==> src/ums_consts.vh <==
// Register map, field positions and reset values of the UART status block
`ifndef UMS_CONSTS_VH
`define UMS_CONSTS_VH

// ****************************************************************
// Register byte offsets on the APB word grid
// ****************************************************************
`define UMS_ADDR_W          8
`define UMS_OFF_RX_DATA     8'h00
`define UMS_OFF_LINE_STATUS 8'h04
`define UMS_OFF_MODEM_STAT  8'h08
`define UMS_OFF_MODEM_CTRL  8'h0C
`define UMS_OFF_LINE_CFG    8'h10
`define UMS_OFF_IRQ_STATUS  8'h14
`define UMS_OFF_IRQ_MASK    8'h18

// ****************************************************************
// Field positions
// ****************************************************************
`define UMS_LS_DATA_READY   0
`define UMS_LS_OVERRUN      1
`define UMS_LS_PARITY       2
`define UMS_MC_DTR          0
`define UMS_MC_RTS          1
`define UMS_MC_OUT1         2
`define UMS_MC_OUT2         3
`define UMS_MC_LOOP         4
`define UMS_LC_PAR_EN       0
`define UMS_LC_PAR_EVEN     1
`define UMS_LC_FIFO_EN      2
`define UMS_LC_WLEN_LO      3
`define UMS_LC_WLEN_HI      4
`define UMS_EV_RX           0
`define UMS_EV_OVERRUN      1
`define UMS_EV_PARITY       2
`define UMS_EV_MODEM        3

// ****************************************************************
// Widths and reset values
// ****************************************************************
`define UMS_EV_W            4
`define UMS_MC_W            5
`define UMS_LC_W            5
`define UMS_MC_RST          5'h00
`define UMS_LC_RST          5'h00
`define UMS_MASK_RST        4'h0
`define UMS_Q_DEPTH         16
`define UMS_Q_PTR_W         4
`define UMS_Q_CNT_W         5
`define UMS_Q_ENTRY_W       9
`define UMS_RISE_ONLY       4'h4

`endif

==> src/ums_rx_queue.v <==
// Receive holding queue: characters with their parity flag
`timescale 1ns/1ns
`include "ums_consts.vh"

module ums_rx_queue (
    // Clock and reset
    input  wire                          clk,
    input  wire                          reset_n,
    // Fill side
    input  wire                          push,
    input  wire [`UMS_Q_ENTRY_W-1:0]     push_data,
    input  wire                          cap_one,
    // Drain side
    input  wire                          pop,
    output wire [`UMS_Q_ENTRY_W-1:0]     head_data,
    output wire                          not_empty,
    output wire                          full
);

    reg [`UMS_Q_ENTRY_W-1:0] mem_q [0:`UMS_Q_DEPTH-1];
    reg [`UMS_Q_PTR_W-1:0]   wr_ptr_q;
    reg [`UMS_Q_PTR_W-1:0]   rd_ptr_q;
    reg [`UMS_Q_CNT_W-1:0]   count_q;
    wire                     do_push;
    wire                     do_pop;

    // Capacity is one entry when the queue is switched off
    assign full      = cap_one ? (count_q != 5'h00)
                               : (count_q == 5'h10);
    assign not_empty = (count_q != 5'h00);
    assign head_data = mem_q[rd_ptr_q];
    assign do_push   = push & ~full;
    assign do_pop    = pop & not_empty;

    // Storage, written at the write index
    always @(posedge clk) begin
        if (do_push) begin
            mem_q[wr_ptr_q] <= push_data;
        end
    end

    // Pointers and fill count
    always @(posedge clk or negedge reset_n) begin
        if (!reset_n) begin
            wr_ptr_q <= 4'h0;
            rd_ptr_q <= 4'h0;
            count_q  <= 5'h00;
        end else begin
            if (do_push) begin
                wr_ptr_q <= wr_ptr_q + 4'h1;
            end
            if (do_pop) begin
                rd_ptr_q <= rd_ptr_q + 4'h1;
            end
            if (do_push && !do_pop) begin
                count_q <= count_q + 5'h01;
            end else if (do_pop && !do_push) begin
                count_q <= count_q - 5'h01;
            end
        end
    end

endmodule // ums_rx_queue

==> src/ums_modem_detect.v <==
// Change detector for the four modem input lines
`timescale 1ns/1ns
`include "ums_consts.vh"

module ums_modem_detect (
    // Clock and reset
    input  wire       clk,
    input  wire       reset_n,
    // Line levels: bit 0 cts, 1 dsr, 2 ri, 3 cd
    input  wire [3:0] line_level,
    input  wire       clear,
    // Sticky change bits and a one-cycle new-change pulse
    output wire [3:0] delta,
    output wire       change_pulse
);

    reg  [3:0] prev_q;
    reg        primed_q;
    reg  [3:0] delta_q;
    wire [3:0] edge_seen;
    wire [3:0] rise_only;

    assign rise_only = `UMS_RISE_ONLY;

    // Per line edge detect; ring line counts low to high only
    genvar i;
    generate
        for (i = 0; i < 4; i = i + 1) begin : g_line
            assign edge_seen[i] = primed_q &
                (rise_only[i] ? (line_level[i] & ~prev_q[i])
                              : (line_level[i] ^ prev_q[i]));
        end
    endgenerate

    // First cycle after reset only records levels, no false change
    always @(posedge clk or negedge reset_n) begin
        if (!reset_n) begin
            prev_q   <= 4'h0;
            primed_q <= 1'b0;
            delta_q  <= 4'h0;
        end else begin
            prev_q   <= line_level;
            primed_q <= 1'b1;
            delta_q  <= (delta_q & ~{4{clear}}) | edge_seen;
        end
    end

    assign delta        = delta_q;
    assign change_pulse = |edge_seen;

endmodule // ums_modem_detect

==> src/ums_status_top.v <==
// UART line and modem status block with APB register access
//
// Local design decisions: the APB interface to the registers and the register addresses.
`timescale 1ns/1ns
`include "ums_consts.vh"

module ums_status_top (
    // Clock and reset
    input  wire        clk,
    input  wire        reset_n,
    // APB slave
    input  wire        psel,
    input  wire        penable,
    input  wire        pwrite,
    input  wire [7:0]  paddr,
    input  wire [31:0] pwdata,
    output wire [31:0] prdata,
    output wire        pready,
    output wire        pslverr,
    // Characters from the receive shifter
    input  wire        rx_char_valid,
    input  wire [7:0]  rx_char_data,
    input  wire        rx_char_parity,
    // Modem input lines, active low
    input  wire        cts_n,
    input  wire        dsr_n,
    input  wire        ri_n,
    input  wire        cd_n,
    // Modem output lines, active low
    output wire        dtr_n,
    output wire        rts_n,
    output wire        user_output_one_n,
    output wire        user_output_two_n,
    // Interrupts
    output wire        modem_irq,
    output wire        irq
);

    // ****************************************************************
    // Declarations
    // ****************************************************************
    reg  [`UMS_MC_W-1:0]     modem_output_control_q;
    reg  [`UMS_LC_W-1:0]     line_config_q;
    reg  [`UMS_EV_W-1:0]     irq_status_q;
    reg  [`UMS_EV_W-1:0]     irq_status_d;
    reg  [`UMS_EV_W-1:0]     irq_mask_q;
    reg                      overrun_q;
    reg  [31:0]              rdata_q;
    reg  [31:0]              rdata_d;
    reg                      hit_d;
    wire                     setup_rd;
    wire                     acc_rd;
    wire                     acc_wr;
    wire                     acc_any;
    wire                     loopback;
    wire [3:0]               line_level;
    wire [3:0]               modem_delta;
    wire                     modem_change;
    wire [7:0]               modem_input_status;
    wire [7:0]               line_status;
    wire [7:0]               data_mask;
    wire [7:0]               data_used;
    wire                     parity_sum;
    wire                     parity_bad;
    wire                     q_full;
    wire                     q_not_empty;
    wire [`UMS_Q_ENTRY_W-1:0] q_head;
    wire                     q_push;
    wire                     q_pop;
    wire                     overrun_event;
    wire [`UMS_EV_W-1:0]     events;
    wire [1:0]               word_len;

    // ****************************************************************
    // APB access decode
    // ****************************************************************

    // Setup phase latches read data, access phase commits effects
    assign setup_rd = psel & ~penable & ~pwrite;
    assign acc_any  = psel & penable;
    assign acc_rd   = acc_any & ~pwrite;
    assign acc_wr   = acc_any & pwrite;
    assign pready   = 1'b1;

    // Address hit check for the error answer
    always @* begin
        case (paddr)
            `UMS_OFF_RX_DATA:     hit_d = 1'b1;
            `UMS_OFF_LINE_STATUS: hit_d = 1'b1;
            `UMS_OFF_MODEM_STAT:  hit_d = 1'b1;
            `UMS_OFF_MODEM_CTRL:  hit_d = 1'b1;
            `UMS_OFF_LINE_CFG:    hit_d = 1'b1;
            `UMS_OFF_IRQ_STATUS:  hit_d = 1'b1;
            `UMS_OFF_IRQ_MASK:    hit_d = 1'b1;
            default:              hit_d = 1'b0;
        endcase
    end

    // Unmapped address answers with an error, no effect
    assign pslverr = acc_any & ~hit_d;

    // ****************************************************************
    // Modem control and loopback
    // ****************************************************************

    assign loopback = modem_output_control_q[`UMS_MC_LOOP];

    // Pins held inactive in loopback, control bits fed back inside
    assign dtr_n = loopback | ~modem_output_control_q[`UMS_MC_DTR];
    assign rts_n = loopback | ~modem_output_control_q[`UMS_MC_RTS];
    assign user_output_one_n =
        loopback | ~modem_output_control_q[`UMS_MC_OUT1];
    assign user_output_two_n =
        loopback | ~modem_output_control_q[`UMS_MC_OUT2];

    // Effective line levels, low meaning asserted
    assign line_level[0] = loopback
        ? ~modem_output_control_q[`UMS_MC_RTS]  : cts_n;
    assign line_level[1] = loopback
        ? ~modem_output_control_q[`UMS_MC_DTR]  : dsr_n;
    assign line_level[2] = loopback
        ? ~modem_output_control_q[`UMS_MC_OUT1] : ri_n;
    assign line_level[3] = loopback
        ? ~modem_output_control_q[`UMS_MC_OUT2] : cd_n;

    // ****************************************************************
    // Modem status register
    // ****************************************************************

    // Change bits cleared by a completed modem status read
    ums_modem_detect u_detect (
        .clk          (clk),
        .reset_n      (reset_n),
        .line_level   (line_level),
        .clear        (acc_rd & (paddr == `UMS_OFF_MODEM_STAT)),
        .delta        (modem_delta),
        .change_pulse (modem_change)
    );

    // Upper half is live, so it shows input levels from reset on
    assign modem_input_status = {~line_level, modem_delta};

    // Modem interrupt request while any change bit stands
    assign modem_irq = |modem_delta;

    // ****************************************************************
    // Receive path: parity check and holding queue
    // ****************************************************************

    assign word_len = line_config_q[`UMS_LC_WLEN_HI:`UMS_LC_WLEN_LO];

    // Only the configured 5..8 data bits take part in parity
    assign data_mask = (word_len == 2'h0) ? 8'h1F :
                       (word_len == 2'h1) ? 8'h3F :
                       (word_len == 2'h2) ? 8'h7F : 8'hFF;
    assign data_used = rx_char_data & data_mask;

    // Odd count of ones is an error for even format, and vice versa
    assign parity_sum = ^{data_used, rx_char_parity};
    assign parity_bad = line_config_q[`UMS_LC_PAR_EN] &
        (parity_sum ^ ~line_config_q[`UMS_LC_PAR_EVEN]);

    // Full queue drops the arriving character untouched
    assign q_push        = rx_char_valid & ~q_full;
    assign overrun_event = rx_char_valid & q_full;

    // Read of the data register takes the head character out
    assign q_pop = acc_rd & (paddr == `UMS_OFF_RX_DATA);

    // Flag travels with its character so the head shows its own
    ums_rx_queue u_queue (
        .clk       (clk),
        .reset_n   (reset_n),
        .push      (q_push),
        .push_data ({parity_bad, data_used}),
        .cap_one   (~line_config_q[`UMS_LC_FIFO_EN]),
        .pop       (q_pop),
        .head_data (q_head),
        .not_empty (q_not_empty),
        .full      (q_full)
    );

    // ****************************************************************
    // Line status register
    // ****************************************************************

    // Ready follows the queue fill, parity follows the head entry
    assign line_status = {5'h00,
                          q_not_empty & q_head[8],
                          overrun_q,
                          q_not_empty};

    // Overrun flag, cleared by a line status read, set wins
    always @(posedge clk or negedge reset_n) begin
        if (!reset_n) begin
            overrun_q <= 1'b0;
        end else if (overrun_event) begin
            overrun_q <= 1'b1;
        end else if (acc_rd && paddr == `UMS_OFF_LINE_STATUS) begin
            overrun_q <= 1'b0;
        end
    end

    // ****************************************************************
    // Interrupt status and mask
    // ****************************************************************

    assign events[`UMS_EV_RX]      = q_push;
    assign events[`UMS_EV_OVERRUN] = overrun_event;
    assign events[`UMS_EV_PARITY]  = rx_char_valid & parity_bad;
    assign events[`UMS_EV_MODEM]   = modem_change;

    // Write one to clear; a new event in the same cycle survives
    always @* begin
        irq_status_d = irq_status_q;
        if (acc_wr && paddr == `UMS_OFF_IRQ_STATUS) begin
            irq_status_d = irq_status_q & ~pwdata[`UMS_EV_W-1:0];
        end
        irq_status_d = irq_status_d | events;
    end

    // Level output while any unmasked sticky bit is set
    assign irq = |(irq_status_q & irq_mask_q);

    // ****************************************************************
    // Writable registers
    // ****************************************************************

    // Software writes take effect at the access edge
    always @(posedge clk or negedge reset_n) begin
        if (!reset_n) begin
            modem_output_control_q <= `UMS_MC_RST;
            line_config_q          <= `UMS_LC_RST;
            irq_mask_q             <= `UMS_MASK_RST;
            irq_status_q           <= 4'h0;
        end else begin
            irq_status_q <= irq_status_d;
            if (acc_wr) begin
                case (paddr)
                    `UMS_OFF_MODEM_CTRL: begin
                        modem_output_control_q <= pwdata[`UMS_MC_W-1:0];
                    end
                    `UMS_OFF_LINE_CFG: begin
                        line_config_q <= pwdata[`UMS_LC_W-1:0];
                    end
                    `UMS_OFF_IRQ_MASK: begin
                        irq_mask_q <= pwdata[`UMS_EV_W-1:0];
                    end
                    default: begin
                        irq_mask_q <= irq_mask_q;
                    end
                endcase
            end
        end
    end

    // ****************************************************************
    // Read data path
    // ****************************************************************

    // Read value selected from the address of the setup phase
    always @* begin
        case (paddr)
            `UMS_OFF_RX_DATA:
                rdata_d = {24'h000000, q_head[7:0]};
            `UMS_OFF_LINE_STATUS:
                rdata_d = {24'h000000, line_status};
            `UMS_OFF_MODEM_STAT:
                rdata_d = {24'h000000, modem_input_status};
            `UMS_OFF_MODEM_CTRL:
                rdata_d = {27'h0000000, modem_output_control_q};
            `UMS_OFF_LINE_CFG:
                rdata_d = {27'h0000000, line_config_q};
            `UMS_OFF_IRQ_STATUS:
                rdata_d = {28'h0000000, irq_status_q};
            `UMS_OFF_IRQ_MASK:
                rdata_d = {28'h0000000, irq_mask_q};
            default:
                rdata_d = 32'h00000000;
        endcase
    end

    // Captured in setup, held through the access phase
    always @(posedge clk or negedge reset_n) begin
        if (!reset_n) begin
            rdata_q <= 32'h00000000;
        end else if (setup_rd) begin
            rdata_q <= rdata_d;
        end
    end

    assign prdata = rdata_q;

endmodule // ums_status_top

==> config.mk <==
export PLATFORM = sky130hd
export DESIGN_NAME = ums_status_top
export DESIGN_NICKNAME = d
export VERILOG_FILES = /design/src/ums_rx_queue.v /design/src/ums_modem_detect.v /design/src/ums_status_top.v
export VERILOG_INCLUDE_DIRS = /design/src
export SDC_FILE = /design/constraint.sdc
export NUM_CORES = 1
export LEC_CHECK = 0
export BUFFER_PORTS_ARGS = -buffer_cell sky130_fd_sc_hd__buf_2
export CORE_MARGIN = 5
export CORE_UTILIZATION = 53
export DETAILED_ROUTE_END_ITERATION = 16
export GPL_TIMING_DRIVEN = 0
export PLACE_DENSITY = 0.82
export REMOVE_ABC_BUFFERS = 1
export SYNTH_ARGS = -nofsm -noshare
export SYNTH_HDL_FRONTEND = slang
export SYNTH_SLANG_ARGS = --single-unit
==> constraint.sdc <==
create_clock -name clk -period 3.1 [get_ports clk]
set_clock_uncertainty 0.2 [all_clocks]
set_input_delay 0.62 -clock clk [delete_from_list [all_inputs] [get_ports clk]]
set_output_delay 0.62 -clock clk [all_outputs]
set_load 0.05 [all_outputs]
==> results.yml <==
critical_path:
  cp.required_ns: 3.21
  crit_path_top_delay_cell: "or4_4"
  start_kind: "flop"
  cp_max_fo: 4
  cp_cell_sequence: "or4_4, mux2i_2, nand2_2, inv_2, ha_2, inv_2, fa_2, a21o_1, a21oi_2, xnor2_1, nor2_1, xor2_1"
  arrival_ns: 3.08
  max_stage_delay_ns: 0.59
  cp-end-kind: "flop"
  crit_type: "reg2reg"
  cp_common_cell: "inv_2"
yosys:
  netlist_area_um2: 8440
  netlist_top_cells_area: "edfxtp_1 (51%), dfrtp_1 (15%), mux4_2 (9.1%)"
  synth.top_cell.area_share: 0.512
  yosysTopAreaCell: "edfxtp_1"
  synth_warnings: 0
  synth_area_per_cell_um2: 16.6
  synthCells: 508
  synth_flop_cell: "edfxtp_1"
  ys_ff_latch: 193
  synth-edff-count: 144
  yosysSeqAreaShare: 0.658
  synth.distinct_cells: 53
  ys_async_sr_fraction: 0.254
clock_tree:
  clk_latency_ns: 0.43
  cts_max_path_buffers: 2
  cts_max_level: 4
  cts_hold_buf: 0
  clock-root-buffer: "clkbuf_16"
  clk_pin_slew_ns: 0.07
  cts_tree: "done"
  cts-buffers-inserted: 17
  clock_sinks: 193
drt:
  ant_nets: 0
  wl_per_cell_um: 22.7
  routed_wirelength_mm: 18.0
  vias_per_cell: 5.93
  drcViolationCount: 0
  drt_first_pass_iters: 8
  num_vias: 4700
  drt_iter0_drc: 423
floorplan:
  die_y_um: 136
  die_width_um: 136
  floorplan.initialDensity: 0.535
  die-area_um2: 18500
  rows: 46
  ios: 99
  core-area_um2: 15800
finish:
  fill_cells: 1133
  final_common_cell: "edfxtp_1"
  syn_to_final_growth_pct: 12.8
  multi_input_area_um2: 2710
  final_cell_mix: "edfxtp_1 (144), dfrtp_1 (47), buf_2 (46), nand2_1 (36), mux4_2 (34)"
  seq_area_um2: 5550
  antennaDiodeCount: 0
  instances_no_fill: 793
  drive_gt1_frac: 0.255
  num-nets-final: 633
sta:
  finalCritPeriodShare: 0.958
  relSlewSlack: 0.181
  worst_slack_ns: 0.131
  period_needed_ns: 2.97
  final-setup-viol-count: 0
  worst_pin_slew_ns: 1.23
  slew_violations: 0
  timing.fmax_ghz: 0.337
  final-hold-violation-count: 0
flow_run:
  maxCapViolations: 0
grt:
  grt_pass1_wl_mm: 27.6
  overflow: 0
  grt_start_max_net_pins: 50
  antenna_found_initial: 0
  grt_pass1_vias: 4702
  grt_use_total: 0.205
power:
  vdd_drop_max_uv: 450
  p_leak_nw: 3.42
  powerDensity_nw_per_um2: 668
placed_design:
  dp_hpwl_mm: 11.9
  gp_congestion: 0.873
  port_buffers: 46
  place_ws_ns: -1.07
  dp.cells: 755
hold_path:
  hold_path_class: "in2async"
status:
  outcome: "finished clean"
path summary, 6_finish.rpt:
path                       slack (ns)  depth (start not counted)                  end               start
max                              0.13                         12   u_queue.count_q[4]  u_queue.count_q[1]
min                              0.19                          1            prdata[4]             reset_n
max reg2reg                      0.13                         12   u_queue.count_q[4]  u_queue.count_q[1]
min reg2reg                      0.28                          2            prdata[5]           prdata[5]
max in group asynchronous        1.79                          1  u_queue.rd_ptr_q[1]             reset_n
min in group clk                 0.23                          3     line_config_q[4]           pwdata[4]
where the power goes:
group	total (W)	internal, W	switching [W]
combinational	0.000898	0.000344	0.000554
sequential	0.00317	0.00305	0.000124
clock	0.00229	0.00130	0.000994
total	0.00636	0.00469	0.00167
layout make-up:
type                       count  area share
inverter                      12     0.00473
clock buffer                  18      0.0451
clock inverter                14      0.0205
multi-input combinational    286       0.284
tap                          216      0.0284
timing repair buffer          54      0.0339
sequential                   193       0.583
synth_stat cells (all sizes together), types with 9 or more instances:
| cell | number |
|---|---|
| dfrtp | 49 |
| and2 | 18 |
| mux4 | 43 |
| buf | 37 |
| mux2 | 13 |
| nor2 | 14 |
| xnor2 | 13 |
| ha | 9 |
| o21ai | 11 |
| inv | 12 |
| edfxtp | 144 |
| nand2 | 38 |
| mux2i | 15 |
stage by stage:
| stage | instance area (µm²) | utilization | TNS [ns] | hold slack, ns | power [W] |
|---|---|---|---|---|---|
| 2_1_floorplan | 8240 | - | -0.336 | 0.124 | 0.00376 |
| 3_3_place_gp | 8740 | 0.554 | -6.59 | 0.265 | 0.00397 |
| 3_5_place_dp | 8790 | 0.557 | -3.65 | 0.274 | 0.00405 |
| 4_1_cts | 9500 | 0.603 | 0 | 0.211 | 0.00636 |
| 5_1_grt | 9520 | 0.604 | -0.0245 | 0.240 | 0.00660 |
| 6_report | 9520 | 0.604 | 0 | 0.185 | 0.00636 |
per-layer routing:
layer / track usage / share of wire / vias up
li1: - / - / 2037
met1: 0.273 / 0.40 / 2413
met2: 0.344 / 0.51 / 221
met3: 0.0444 / 0.074 / 29
met4: 0.0566 / 0.016 / 0
met5: 0 / 0 / -
worst max-delay path: cells and delay by family, from the launching register on:
| kind | cells | cell delay [ns] |
|---|---|---|
| simple gates | 3 | 0.76 |
| compound gates | 2 | 0.34 |
| mux | 1 | 0.22 |
| fa+ha+maj | 2 | 0.55 |
| flops | 1 | 0.39 |
| buf+inv | 2 | 0.13 |
| xor+xnor | 2 | 0.26 |
cell families after synthesis:
kind of cell,synth area share
AOI/OAI and AO/OA,0.0406
xor gates and xnor gates,0.0240
adders and majority gates,0.0157
buffers and inverters,0.0394
DFF,0.658
muxes,0.154
other,0.000890
and+or+nand+nor,0.0676
repair_timing:
action	in CTS	in global routing
setup endpoints to repair	4	2
resized for setup	9	5
setup buffers	5	1
pin swaps	3	3
sequential cells by signal (all words and copies together), names as in the netlist:
name,flops
u_detect.primed_q,1
u_queue.rd_ptr_q,4
u_queue.wr_ptr_q,4
modem_output_control_q,5
u_queue.count_q,5
u_queue.mem_q,144
u_detect.prev_q,4
prdata,8
irq_mask_q,4
line_config_q,5
u_detect.delta,4
overrun_q,1
irq_status_q,4
Power figures use the tool's default switching activity.
